File: config.mk
export PLATFORM = sky130hd
export DESIGN_NAME = atl_top
export DESIGN_NICKNAME = d
export VERILOG_FILES = /design/src/logic/atl_pkg.sv /design/src/logic/atl_cmp_if.sv /design/src/logic/atl_limit_cmp.sv /design/src/logic/atl_clk_div.sv /design/src/logic/atl_top.sv
export SDC_FILE = /design/constraint.sdc
export NUM_CORES = 1
export LEC_CHECK = 0
export BUFFER_PORTS_ARGS = -buffer_cell sky130_fd_sc_hd__buf_2
export CAP_MARGIN = 20
export CORE_MARGIN = 2
export CORE_UTILIZATION = 49
export CTS_CLUSTER_SIZE = 8
export DETAILED_ROUTE_END_ITERATION = 6
export PLACE_DENSITY = 0.71
export SYNTH_ARGS = -nofsm -noshare
export SYNTH_HDL_FRONTEND = slang
export SYNTH_SLANG_ARGS = --single-unit
File: constraint.sdc
create_clock -name clk -period 10.35 [get_ports clk]
set_input_delay 1.5525 -clock clk [delete_from_list [all_inputs] [get_ports clk]]
set_output_delay 1.5525 -clock clk [all_outputs]
set_load 0.1 [all_outputs]
File: src/logic/atl_pkg.sv
package atl_pkg;

    ////////////////////////////////////////////////////////////////////////////////
    // bus and register map
    localparam int ADDR_W = 8;
    localparam int DATA_W = 32;
    localparam logic [ADDR_W-1:0] OFF_CTRL0 = 8'h00;
    localparam logic [ADDR_W-1:0] OFF_CTRL1 = 8'h04;
    localparam logic [ADDR_W-1:0] OFF_CTRL2 = 8'h08;
    localparam logic [ADDR_W-1:0] OFF_DELAY = 8'h0c;
    localparam logic [ADDR_W-1:0] OFF_RES_HIGH = 8'h10;
    localparam logic [ADDR_W-1:0] OFF_RES_LOW = 8'h14;
    localparam logic [ADDR_W-1:0] OFF_LOW_LIM_HIGH = 8'h18;
    localparam logic [ADDR_W-1:0] OFF_LOW_LIM_LOW = 8'h1c;
    localparam logic [ADDR_W-1:0] OFF_HIGH_LIM_HIGH = 8'h20;
    localparam logic [ADDR_W-1:0] OFF_HIGH_LIM_LOW = 8'h24;
    localparam logic [ADDR_W-1:0] OFF_STATUS = 8'h28;
    localparam logic [ADDR_W-1:0] OFF_IRQ_EN = 8'h2c;

    ////////////////////////////////////////////////////////////////////////////////
    // field positions
    localparam int C0_START = 7;
    localparam int C0_BUSY = 6;
    localparam int C0_POWER_OFF = 5;
    localparam int C0_ALIGN = 4;
    localparam int CH_W = 4;
    localparam int C1_TRIG_SEL = 7;
    localparam int C1_DELAY_EN = 6;
    localparam int C1_PWM_SRC = 5;
    localparam int C1_UPPER = 4;
    localparam int C1_LOWER = 3;
    localparam int DIV_W = 3;
    localparam int DUTY_W = 2;
    localparam int ST_CONV = 0;
    localparam int ST_LIMIT = 1;

    ////////////////////////////////////////////////////////////////////////////////
    // reset values and counts
    localparam logic RST_BUSY = 1'b1;
    localparam logic RST_POWER_OFF = 1'b1;
    localparam logic [4:0] CONV_TICKS = 5'd16;
    localparam logic [1:0] DUTY_CH2 = 2'b10;

    typedef enum logic [1:0] {
        ATL_IDLE = 2'b00,
        ATL_DELAY = 2'b01,
        ATL_CONV = 2'b10
    } atl_state_e;

    ////////////////////////////////////////////////////////////////////////////////
    // data layout helpers
    function automatic logic [11:0] limitValue(input logic [7:0] hi, input logic [7:0] lo,
                                               input logic align);
        return align ? {hi[3:0], lo} : {hi, lo[7:4]};
    endfunction

    function automatic logic [7:0] fmtHigh(input logic [11:0] v, input logic align);
        return align ? {4'h0, v[11:8]} : v[11:4];
    endfunction

    function automatic logic [7:0] fmtLow(input logic [11:0] v, input logic align);
        return align ? v[7:0] : {v[3:0], 4'h0};
    endfunction

    function automatic logic [5:0] divMask(input logic [DIV_W-1:0] sel);
        logic [5:0] m;
        m = 6'h3f;
        case (sel)
            3'h0: m = 6'h00;
            3'h1: m = 6'h01;
            3'h2: m = 6'h03;
            3'h3: m = 6'h07;
            3'h4: m = 6'h0f;
            3'h5: m = 6'h1f;
            default: m = 6'h3f;
        endcase
        return m;
    endfunction

endpackage

File: src/logic/atl_cmp_if.sv
`timescale 1ns/10ps
interface atl_cmp_if;
    logic [11:0] result;
    logic [11:0] lowLimit;
    logic [11:0] highLimit;
    logic upperMode;
    logic lowerMode;
    logic hit;
    modport owner (output result, lowLimit, highLimit, upperMode, lowerMode, input hit);
    modport cmp (input result, lowLimit, highLimit, upperMode, lowerMode, output hit);
endinterface

File: src/logic/atl_limit_cmp.sv
`timescale 1ns/10ps
module atl_limit_cmp
    import atl_pkg::*;
(
    atl_cmp_if.cmp bus
);
    logic atLow;
    logic atHigh;

    always_comb begin
        atLow = bus.result <= bus.lowLimit;
        atHigh = bus.result >= bus.highLimit;
        unique case ({bus.upperMode, bus.lowerMode})
            2'b00: bus.hit = !atLow && !atHigh;
            2'b01: bus.hit = atLow;
            2'b10: bus.hit = atHigh;
            2'b11: bus.hit = atLow || atHigh;
        endcase
    end
endmodule // atl_limit_cmp

File: src/logic/atl_clk_div.sv
`timescale 1ns/10ps
module atl_clk_div
    import atl_pkg::*;
(
    input wire logic clk,
    input wire logic rst,
    input wire logic restart,
    input wire logic [DIV_W-1:0] divSel,
    output logic tick
);
    typedef struct packed {
        logic [5:0] cnt;
        logic tick;
    } atl_div_s;

    atl_div_s s;
    atl_div_s next_s;

    always_comb begin
        next_s = s;
        // restart aligns the first converter period to the conversion start
        if (restart) begin
            next_s.cnt = 6'h00;
            next_s.tick = 1'b0;
        end else begin
            next_s.tick = (s.cnt & divMask(divSel)) == divMask(divSel);
            next_s.cnt = s.cnt + 6'h01;
        end
    end

    always_ff @(posedge clk or posedge rst) begin
        if (rst) begin
            s <= '0;
        end else begin
            s <= next_s;
        end
    end

    assign tick = s.tick;
endmodule // atl_clk_div

File: src/logic/atl_top.sv
// Our own choices: the register addresses and register access over APB.
`timescale 1ns/10ps
module atl_top
    import atl_pkg::*;
(
    input wire logic clk,
    input wire logic rst,
    input wire logic psel,
    input wire logic penable,
    input wire logic pwrite,
    input wire logic [ADDR_W-1:0] paddr,
    input wire logic [DATA_W-1:0] pwdata,
    output logic [DATA_W-1:0] prdata,
    output logic pready,
    output logic pslverr,
    input wire logic pwmPeriodEvt,
    input wire logic [2:0] pwmDutyEvt,
    input wire logic [11:0] convResult,
    output logic adcReset,
    output logic adcPowerDown,
    output logic [CH_W-1:0] adcChannel,
    output logic adcClkEn,
    output logic adcStartPulse,
    output logic convIrq,
    output logic limitIrq
);
    typedef struct packed {
        atl_state_e fsm;
        logic startBit;
        logic prevStart;
        logic busy;
        logic powerOff;
        logic align;
        logic [CH_W-1:0] chan;
        logic trigSel;
        logic delayEn;
        logic pwmSrc;
        logic upperMode;
        logic lowerMode;
        logic [DIV_W-1:0] divSel;
        logic [DUTY_W-1:0] dutySel;
        logic [7:0] delayCnt;
        logic [7:0] delayLeft;
        logic [11:0] result;
        logic [7:0] lowHi;
        logic [7:0] lowLo;
        logic [7:0] highHi;
        logic [7:0] highLo;
        logic [4:0] tickCnt;
        logic convFlag;
        logic limitFlag;
        logic convIrqEn;
        logic limitIrqEn;
        logic convIrq;
        logic limitIrq;
        logic adcReset;
        logic clkEn;
        logic startPulse;
        logic [DATA_W-1:0] prdata;
        logic pready;
        logic pslverr;
    } atl_top_s;

    atl_top_s s;
    atl_top_s next_s;
    logic divTick;
    logic divRestart;
    logic pwmEvt;
    logic swStart;
    logic startNow;
    logic accessWr;
    logic [7:0] wbyte;
    logic [7:0] rbyte;
    logic mapped;

    atl_cmp_if cmpBus ();

    ////////////////////////////////////////////////////////////////////////////////
    // submodules

    atl_clk_div u_div (
        .clk(clk),
        .rst(rst),
        .restart(divRestart),
        .divSel(s.divSel),
        .tick(divTick)
    );

    atl_limit_cmp u_cmp (
        .bus(cmpBus)
    );

    // limits are assembled from the current layout, so changing the alignment
    // reinterprets bytes already written
    assign cmpBus.result = convResult;
    assign cmpBus.lowLimit = limitValue(s.lowHi, s.lowLo, s.align);
    assign cmpBus.highLimit = limitValue(s.highHi, s.highLo, s.align);
    assign cmpBus.upperMode = s.upperMode;
    assign cmpBus.lowerMode = s.lowerMode;

    ////////////////////////////////////////////////////////////////////////////////
    // register read decode

    always_comb begin
        mapped = 1'b1;
        rbyte = 8'h00;
        unique case (paddr)
            OFF_CTRL0: rbyte = {s.startBit, s.busy, s.powerOff, s.align, s.chan};
            OFF_CTRL1: rbyte = {s.trigSel, s.delayEn, s.pwmSrc, s.upperMode, s.lowerMode,
                                s.divSel};
            OFF_CTRL2: rbyte = {6'h00, s.dutySel};
            OFF_DELAY: rbyte = s.delayCnt;
            OFF_RES_HIGH: rbyte = fmtHigh(s.result, s.align);
            OFF_RES_LOW: rbyte = fmtLow(s.result, s.align);
            OFF_LOW_LIM_HIGH: rbyte = fmtHigh(cmpBus.lowLimit, s.align);
            OFF_LOW_LIM_LOW: rbyte = fmtLow(cmpBus.lowLimit, s.align);
            OFF_HIGH_LIM_HIGH: rbyte = fmtHigh(cmpBus.highLimit, s.align);
            OFF_HIGH_LIM_LOW: rbyte = fmtLow(cmpBus.highLimit, s.align);
            OFF_STATUS: rbyte = {6'h00, s.limitFlag, s.convFlag};
            OFF_IRQ_EN: rbyte = {6'h00, s.limitIrqEn, s.convIrqEn};
            default: mapped = 1'b0;
        endcase
    end

    ////////////////////////////////////////////////////////////////////////////////
    // trigger selection

    always_comb begin
        if (!s.pwmSrc) begin
            pwmEvt = pwmPeriodEvt;
        end else begin
            unique case (s.dutySel)
                2'b00: pwmEvt = pwmDutyEvt[0];
                2'b01: pwmEvt = pwmDutyEvt[1];
                2'b10: pwmEvt = pwmDutyEvt[DUTY_CH2];
                2'b11: pwmEvt = pwmDutyEvt[DUTY_CH2];
            endcase
        end
    end

    assign swStart = !s.trigSel && s.prevStart && !s.startBit;
    assign accessWr = psel && penable && s.pready && pwrite && !s.pslverr;
    assign wbyte = pwdata[7:0];

    ////////////////////////////////////////////////////////////////////////////////
    // next state

    always_comb begin
        next_s = s;
        startNow = 1'b0;
        next_s.pready = 1'b0;
        next_s.pslverr = 1'b0;
        next_s.clkEn = 1'b0;
        next_s.startPulse = 1'b0;
        next_s.prevStart = s.startBit;

        // one wait-free access phase; read data captured in the setup cycle
        if (psel && !penable) begin
            next_s.pready = 1'b1;
            next_s.pslverr = !mapped;
            next_s.prdata = {24'h000000, rbyte};
        end

        if (accessWr) begin
            unique case (paddr)
                OFF_CTRL0: begin
                    next_s.startBit = wbyte[C0_START];
                    next_s.powerOff = wbyte[C0_POWER_OFF];
                    next_s.align = wbyte[C0_ALIGN];
                    next_s.chan = wbyte[CH_W-1:0];
                end
                OFF_CTRL1: begin
                    next_s.trigSel = wbyte[C1_TRIG_SEL];
                    next_s.delayEn = wbyte[C1_DELAY_EN];
                    next_s.pwmSrc = wbyte[C1_PWM_SRC];
                    next_s.upperMode = wbyte[C1_UPPER];
                    next_s.lowerMode = wbyte[C1_LOWER];
                    next_s.divSel = wbyte[DIV_W-1:0];
                end
                OFF_CTRL2: next_s.dutySel = wbyte[DUTY_W-1:0];
                OFF_DELAY: next_s.delayCnt = wbyte;
                OFF_LOW_LIM_HIGH: next_s.lowHi = wbyte;
                OFF_LOW_LIM_LOW: next_s.lowLo = wbyte;
                OFF_HIGH_LIM_HIGH: next_s.highHi = wbyte;
                OFF_HIGH_LIM_LOW: next_s.highLo = wbyte;
                OFF_STATUS: begin
                    next_s.convFlag = s.convFlag && !wbyte[ST_CONV];
                    next_s.limitFlag = s.limitFlag && !wbyte[ST_LIMIT];
                end
                OFF_IRQ_EN: begin
                    next_s.convIrqEn = wbyte[ST_CONV];
                    next_s.limitIrqEn = wbyte[ST_LIMIT];
                end
                default: begin
                end
            endcase
        end

        unique case (s.fsm)
            ATL_IDLE: begin
                if (!s.powerOff) begin
                    if (swStart) begin
                        startNow = 1'b1;
                    end else if (s.trigSel && pwmEvt) begin
                        // a zero count with delay on starts at once instead of hanging
                        if (s.delayEn && s.delayCnt != 8'h00) begin
                            next_s.fsm = ATL_DELAY;
                            next_s.delayLeft = s.delayCnt;
                        end else begin
                            startNow = 1'b1;
                        end
                    end
                end
            end
            ATL_DELAY: begin
                if (s.delayLeft == 8'h01) begin
                    startNow = 1'b1;
                end else begin
                    next_s.delayLeft = s.delayLeft - 8'h01;
                end
            end
            ATL_CONV: begin
                next_s.clkEn = divTick;
                if (divTick) begin
                    next_s.tickCnt = s.tickCnt + 5'd1;
                    if (s.tickCnt == CONV_TICKS - 5'd1) begin
                        next_s.fsm = ATL_IDLE;
                        next_s.busy = 1'b0;
                        next_s.result = convResult;
                        next_s.convFlag = 1'b1;
                        if (cmpBus.hit) begin
                            next_s.limitFlag = 1'b1;
                        end
                    end
                end
            end
            default: next_s.fsm = ATL_IDLE;
        endcase

        if (startNow) begin
            next_s.fsm = ATL_CONV;
            next_s.busy = 1'b1;
            next_s.tickCnt = 5'd0;
            next_s.startPulse = 1'b1;
        end

        // powering down abandons any conversion; busy stays as it was
        if (s.powerOff) begin
            next_s.fsm = ATL_IDLE;
        end

        // a held start bit overrides everything on the software path
        next_s.adcReset = s.startBit && !s.trigSel;
        if (s.startBit && !s.trigSel) begin
            next_s.busy = 1'b1;
            next_s.fsm = ATL_IDLE;
        end

        next_s.convIrq = next_s.convFlag && next_s.convIrqEn;
        next_s.limitIrq = next_s.limitFlag && next_s.limitIrqEn;
    end

    assign divRestart = startNow;

    always_ff @(posedge clk or posedge rst) begin
        if (rst) begin
            s <= '0;
            s.fsm <= ATL_IDLE;
            s.busy <= RST_BUSY;
            s.powerOff <= RST_POWER_OFF;
        end else begin
            s <= next_s;
        end
    end

    ////////////////////////////////////////////////////////////////////////////////
    // outputs

    assign prdata = s.prdata;
    assign pready = s.pready;
    assign pslverr = s.pslverr;
    assign adcReset = s.adcReset;
    assign adcPowerDown = s.powerOff;
    assign adcChannel = s.chan;
    assign adcClkEn = s.clkEn;
    assign adcStartPulse = s.startPulse;
    assign convIrq = s.convIrq;
    assign limitIrq = s.limitIrq;
endmodule // atl_top

Word-level counts from Yosys, hierarchy flattened
Index checks and enable logic that the tools add are counted.
{"block": "totals", "ff_bits": 112, "latchBits": 0, "ramBits": 0, "mem_bits_ro": 0, "inputBits": 61, "out_inout_bits": 44, "elab_cells": 185, "memories": 0}
{"block": "classes", "n_addsub": 3, "n_mul": 0, "div": 0, "n_lt_le_gt_ge": 2, "n_eq_ne": 38, "shifts": 0, "mux": 53, "bitwise_logic": 1, "n_reduce_logical": 52}
{"op": "case mux 8 bit (12 select lines)", "n": 1}
{"op": "2-to-1 mux 8 bit", "n": 11}
{"op": "case mux 6 bit (6 select lines)", "n": 1}
{"op": "equality test 8 x 5 -> 1 bit (second input constant)", "n": 4}
{"op": "equality test 8 x 6 -> 1 bit (second input constant)", "n": 4}
{"op": "2-to-1 mux 12 bit", "n": 2}
{"op": "2-to-1 mux 2 bit", "n": 12}
{"op": "2-to-1 mux 7 bit", "n": 3}
{"op": "inequality test 5 bit (second input constant)", "n": 4}
{"op": "AND reduction 2 bit", "n": 9}
{"op": "equality test 8 x 4 -> 1 bit (second input constant)", "n": 2}
{"op": "case mux 8 bit (2 select lines)", "n": 1}
{"op": "logical AND 1 bit", "n": 15}
{"op": "2-to-1 mux 1 bit", "n": 15}
{"op": "greater-or-equal comparator 12 bit", "n": 1}
{"op": "less-or-equal comparator 12 bit", "n": 1}
{"op": "AND reduction 6 bit", "n": 2}
{"op": "OR reduction 12 bit", "n": 1}
{"op": "equality test 2 bit (second input constant)", "n": 5}
{"op": "inequality test 2 bit (second input constant)", "n": 5}
{"op": "logical NOT 1 bit", "n": 9}
{"op": "nonzero test 3 bit", "n": 3}
{"op": "equality test 8 x 1 -> 1 bit (second input constant)", "n": 1}
{"op": "equality test 8 x 3 -> 1 bit (second input constant)", "n": 1}
{"op": "27 further kinds", "n": 36}

Logic depth before layout (Yosys ltp)
{"block": "logic_depth", "ltp_word": 13, "ltp_mapped": 11, "depth_no_buf": 9}

Modules after synthesis
Synthesis repeated with hierarchy kept, for this count alone.
{"block": "unflattened", "cells_unflattened": 632, "area_unflattened_um2": 6766.5}
{"mod": "atl_top", "n_inst": 1, "cells_each": 506, "area_each_um2": 5753.0, "seq_area_each_um2": 2630.0}
{"mod": "atl_limit_cmp", "n_inst": 1, "cells_each": 85, "area_each_um2": 611.8, "seq_area_each_um2": 0.0}
{"mod": "atl_clk_div", "n_inst": 1, "cells_each": 41, "area_each_um2": 401.6, "seq_area_each_um2": 175.2}

Least setup slack after synthesis
Ideal clock, no wire load.
{"block": "synth_timing", "path_type": "input to register", "start": "in convResult[0]", "end": "reg s, in the netlist limitIrq", "setup_time_ns": 0.125, "arrival_ns": 2.984, "required_ns": 10.225, "setup_slack_ns": 7.242, "cell_stages": 8, "n_path_buf": 0, "cell_sequence": "inv_1 > ha_1 > nand2b_1 > a2111oi_0 > o211ai_1 > a32o_1 > a21oi_1 > a21oi_1"}
{"item": "start, declared", "line": "atl_top.sv:18", "source": "input wire logic [11:0] convResult,"}
{"item": "end signal, assigned", "line": "atl_top.sv:272", "source": "s <= next_s;"}
{"item": "end, declared", "line": "atl_top.sv:64", "source": "atl_top_s s;"}

==> load_flow_metrics.sql <==
INSERT INTO impl_metrics (metric_group, metric, value, unit) VALUES
('hold_path', 'worst_hold_path_type', 'flip-flop to flip-flop', ''),
('pwr', 'worst_ir_drop_vdd', '0.08430', 'mV'),
('detailed_routing', 'post_drt_via_cell_ratio', '6.137', ''),
('detailed_routing', 'drc_violations', '0', ''),
('clock_network', 'cts_inserted_buffers', '9', ''),
('timing', 'fin_ws', '6.907', 'ns'),
('clock_network', 'cts.path.max_buffers', '2', ''),
('cells_and_area', 'synthToLayoutAreaGrowth', '7.775', '%'),
('clock_network', 'cts.repair_timing.setup_buffer_count', '0', ''),
('critical_path', 'critical_path_arrival', '3.68', 'ns'),
('timing', 'layout_min_cycle_time', '3.443', 'ns'),
('die', 'die_x', '120.0', 'um'),
('timing', 'timing_worst_slew_pin_value', '0.9282', 'ns'),
('clock_network', 'post_cts.resized_instances', '0', ''),
('timing', 'slew_headroom', '37.86', '%'),
('yosys', 'yosys.cell_types.count', '77', ''),
('clock_network', 'cts_hold_buf', '0', ''),
('yosys', 'most_instantiated_flip_flop_cell_in_the_synthesis_netlist', 'sky130_fd_sc_hd__dfrtp_1', ''),
('placement', 'portBuffers', '56', ''),
('yosys', 'synth-warning-count', '0', ''),
('critical_path', 'critical_path.startpoint', 'convResult[0]', ''),
('critical_path', 'reg2reg_from', 's[122]', ''),
('clock_network', 'cts_root_buffer', 'sky130_fd_sc_hd__clkbuf_16', ''),
('critical_path', 'worst_setup_path_endpoint', 's[41]', ''),
('global_route', 'grt.total_usage', '25.08', '%'),
('placement', 'place_ws', '6.646', 'ns'),
('cells_and_area', 'stdcell_count', '818', ''),
('cells_and_area', 'layout-drive-gt1-share', '28.04', '%'),
('yosys', 'syn_avg_cell_area', '10.96', 'um2'),
('yosys', 'synth_sequential_area_ratio', '42.52', '%'),
('cells_and_area', 'antenna_cells_inserted', '0', ''),
('timing', 'final-hold-violation-count', '0', ''),
('cells_and_area', 'most-common-layout-cells', 'sky130_fd_sc_hd__dfrtp_1, sky130_fd_sc_hd__mux2_2, sky130_fd_sc_hd__buf_2', ''),
('global_route', 'grt_most_used_layer', 'met2', ''),
('timing', 'timing_max_transition_violations_final', '0', ''),
('clock_network', 'cts_tree', 'yes', ''),
('critical_path', 'required_time_at_the_worst_slack_endpoint', '10.59', 'ns'),
('placement', 'dp_cells', '801', ''),
('global_route', 'groute.layer.met1.usage', '36.02', '%'),
('timing', 'skew', '0.009869', 'ns'),
('critical_path', 'rr_endpoint', 's[41]', ''),
('yosys', 'syn-cell-area', '6598', 'um2'),
('cells_and_area', 'layout.cells.most_common', 'sky130_fd_sc_hd__dfrtp_1', ''),
('yosys', 'postSynthRegisterBits', '112', ''),
('timing', 'final.hold.worst_slack', '0.4721', 'ns'),
('global_route', 'largest_net_degree_at_the_start_of_global_routing', '71', ''),
('clock_network', 'clock_insertion_delay_worst_skew', '0.36', 'ns'),
('timing', 'setup-tns-final', '0', 'ns'),
('critical_path', 'worst_r2r_path_cells', '9', ''),
('critical_path', 'critPathKind', 'input pin to flip-flop', ''),
('critical_path', 'crit_path_cell_trace', 'buf_2, inv_1, ha_1, nand2b_1, a2111oi_0, o211ai_1, a32o_1, a21oi_1, a21boi_1', ''),
('die', 'core', '13190', 'um2'),
('yosys', 'synth-edff-count', '0', ''),
('critical_path', 'critical_path.startpoint_type', 'input pin', ''),
('global_route', 'grt_util_met3', '5.418', '%'),
('timing', 'layout_worst_path_cycle_share', '33.26', '%'),
('detailed_routing', 'wire_per_inst', '21.30', 'um'),
('critical_path', 'timing.critical_path.to_type', 'flip-flop', ''),
('die', 'fp.dieArea', '14410', 'um2'),
('global_route', 'via_count_of_the_first_global_routing_pass', '4861', ''),
('critical_path', 'family_with_the_most_delay_on_the_worst_path', 'compound AO/OA/AOI/OAI gates', ''),
('detailed_routing', 'detailedRoute.firstIterationViolations', '452', ''),
('critical_path', 'path_max_fanout', '3', ''),
('clock_network', 'clock_tree.htree_level_count', '3', ''),
('critical_path', 'cp.depth', '9', ''),
('timing', 'finalSetupViolations', '0', ''),
('die', 'initial_core_util', '50.02', '%'),
('critical_path', 'rrSetupSlack', '6.98', 'ns'),
('die', 'die_h', '120.0', 'um'),
('run_status', 'outcome', 'finished clean', ''),
('die', 'ios', '105', '');
-- through the flow --
step	util, %	total power, mW
floorplan	-	0.7254
global placement	51.59	0.7689
detailed placement	51.59	0.7807
CTS	53.82	1.131
global route	53.91	1.181
finish	53.91	1.126
-- power breakdown --
group / switching (mW) / internal, mW / leakage (nW)
registers: 0.0532 / 0.491 / 1.48
logic: 0.158 / 0.0733 / 1.56
clock network: 0.156 / 0.195 / 0.144
-- worst min-delay path by stage --
stage	from	end	slack (ns)	cells after the start
2_1_floorplan	next_s[125]	s[125]	0.40	0
3_3_place_gp	prdata[6]	prdata[6]	0.45	2
3_5_place_dp	next_s[125]	s[125]	0.46	0
4_1_cts	next_s[125]	s[125]	0.47	0
5_1_grt	next_s[125]	s[125]	0.49	0
6_report	next_s[125]	s[125]	0.47	0
-- area by class of cell --
| cell class | count | area (um2) |
|---|---|---|
| Multi-Input combinational cell | 442 | 3425 |
| Inverter | 11 | 43.79 |
| Fill cell | 1165 | 6080 |
| Sequential cell | 112 | 2806 |
| Timing Repair Buffer | 61 | 321.6 |
| Clock inverter | 3 | 43.79 |
| Tap cell | 176 | 220.2 |
| Clock buffer | 13 | 250.2 |
-- routing by layer --
layer	vias up	part of all wire (%)
li1	2263	-
met1	2527	45
met2	202	46
met3	28	6.6
met4	0	2.1
met5	-	0
-- registers in the layout, summed over array words and instances (netlist names) --
register	count
adcClkEn	1
prdata	8
convIrq	1
pslverr	1
adcChannel	4
u_div.tick	1
adcPowerDown	1
limitIrq	1
cmpBus.lowerMode	1
adcStartPulse	1
next_s	1
s	82
u_div.s	6
adcReset	1
pready	1
cmpBus.upperMode	1
-- kinds of logic after synthesis --
group                      count (synthesis)  share of synthesized area [%]
and+or+nand+nor                          146                          13.35
AOI/OAI and AO/OA                        136                          14.05
DFF                                      112                          42.52
muxes                                    103                          17.11
buffers and inverters                     71                          6.884
adders and majority gates                 29                          5.500
xor gates and xnor gates                   4                         0.5311
other                                      1                        0.05684
-- cell usage after synthesis (all sizes together) (2+ instances only) --
library cell / count / area, um2
a31oi: 5 / 31.28
nand4: 9 / 56.30
nand2: 31 / 136.4
a32oi: 3 / 26.28
o21a: 2 / 15.01
nor2b: 5 / 31.28
dfrtp: 110 / 2753
nor2: 37 / 148.9
buf: 54 / 390.4
a22oi: 18 / 140.1
or4: 2 / 15.01
and3: 5 / 36.28
nand3: 21 / 142.6
ha: 29 / 362.9
a21o: 2 / 15.01
o21ai: 39 / 206.5
a211o: 2 / 17.52
o2111ai: 3 / 26.28
a21oi: 22 / 110.1
clkbuf: 6 / 22.52
mux2i: 28 / 280.3
a221oi: 5 / 43.79
o22ai: 3 / 18.77
nor4: 5 / 52.55
or3: 2 / 17.52
dfstp: 2 / 52.55
nor4b: 4 / 71.32
a22o: 6 / 52.55
nor3: 5 / 25.02
a21boi: 3 / 22.52
mux2: 75 / 848.3
and2: 3 / 21.27
o221ai: 2 / 17.52
and4: 2 / 17.52
a32o: 2 / 20.02
nand2b: 8 / 50.05
inv: 11 / 41.29
xor2: 3 / 26.28
nand3b: 3 / 22.52
a2111oi: 4 / 41.29
a211oi: 7 / 52.55
-- worst reg2reg max path, cell delays in order (launching register included) --
cell and delay (ns):
sky130_fd_sc_hd__dfrtp_2 0.34, sky130_fd_sc_hd__buf_4 0.50, sky130_fd_sc_hd__mux2_2 0.44, sky130_fd_sc_hd__ha_1 0.26, sky130_fd_sc_hd__nand2b_1 0.13, sky130_fd_sc_hd__a2111oi_0 0.62, sky130_fd_sc_hd__o211ai_1 0.35, sky130_fd_sc_hd__a32o_1 0.33
sky130_fd_sc_hd__a21oi_1 0.17, sky130_fd_sc_hd__a21boi_1 0.11
No activity file was read; power rests on OpenSTA's default activity.
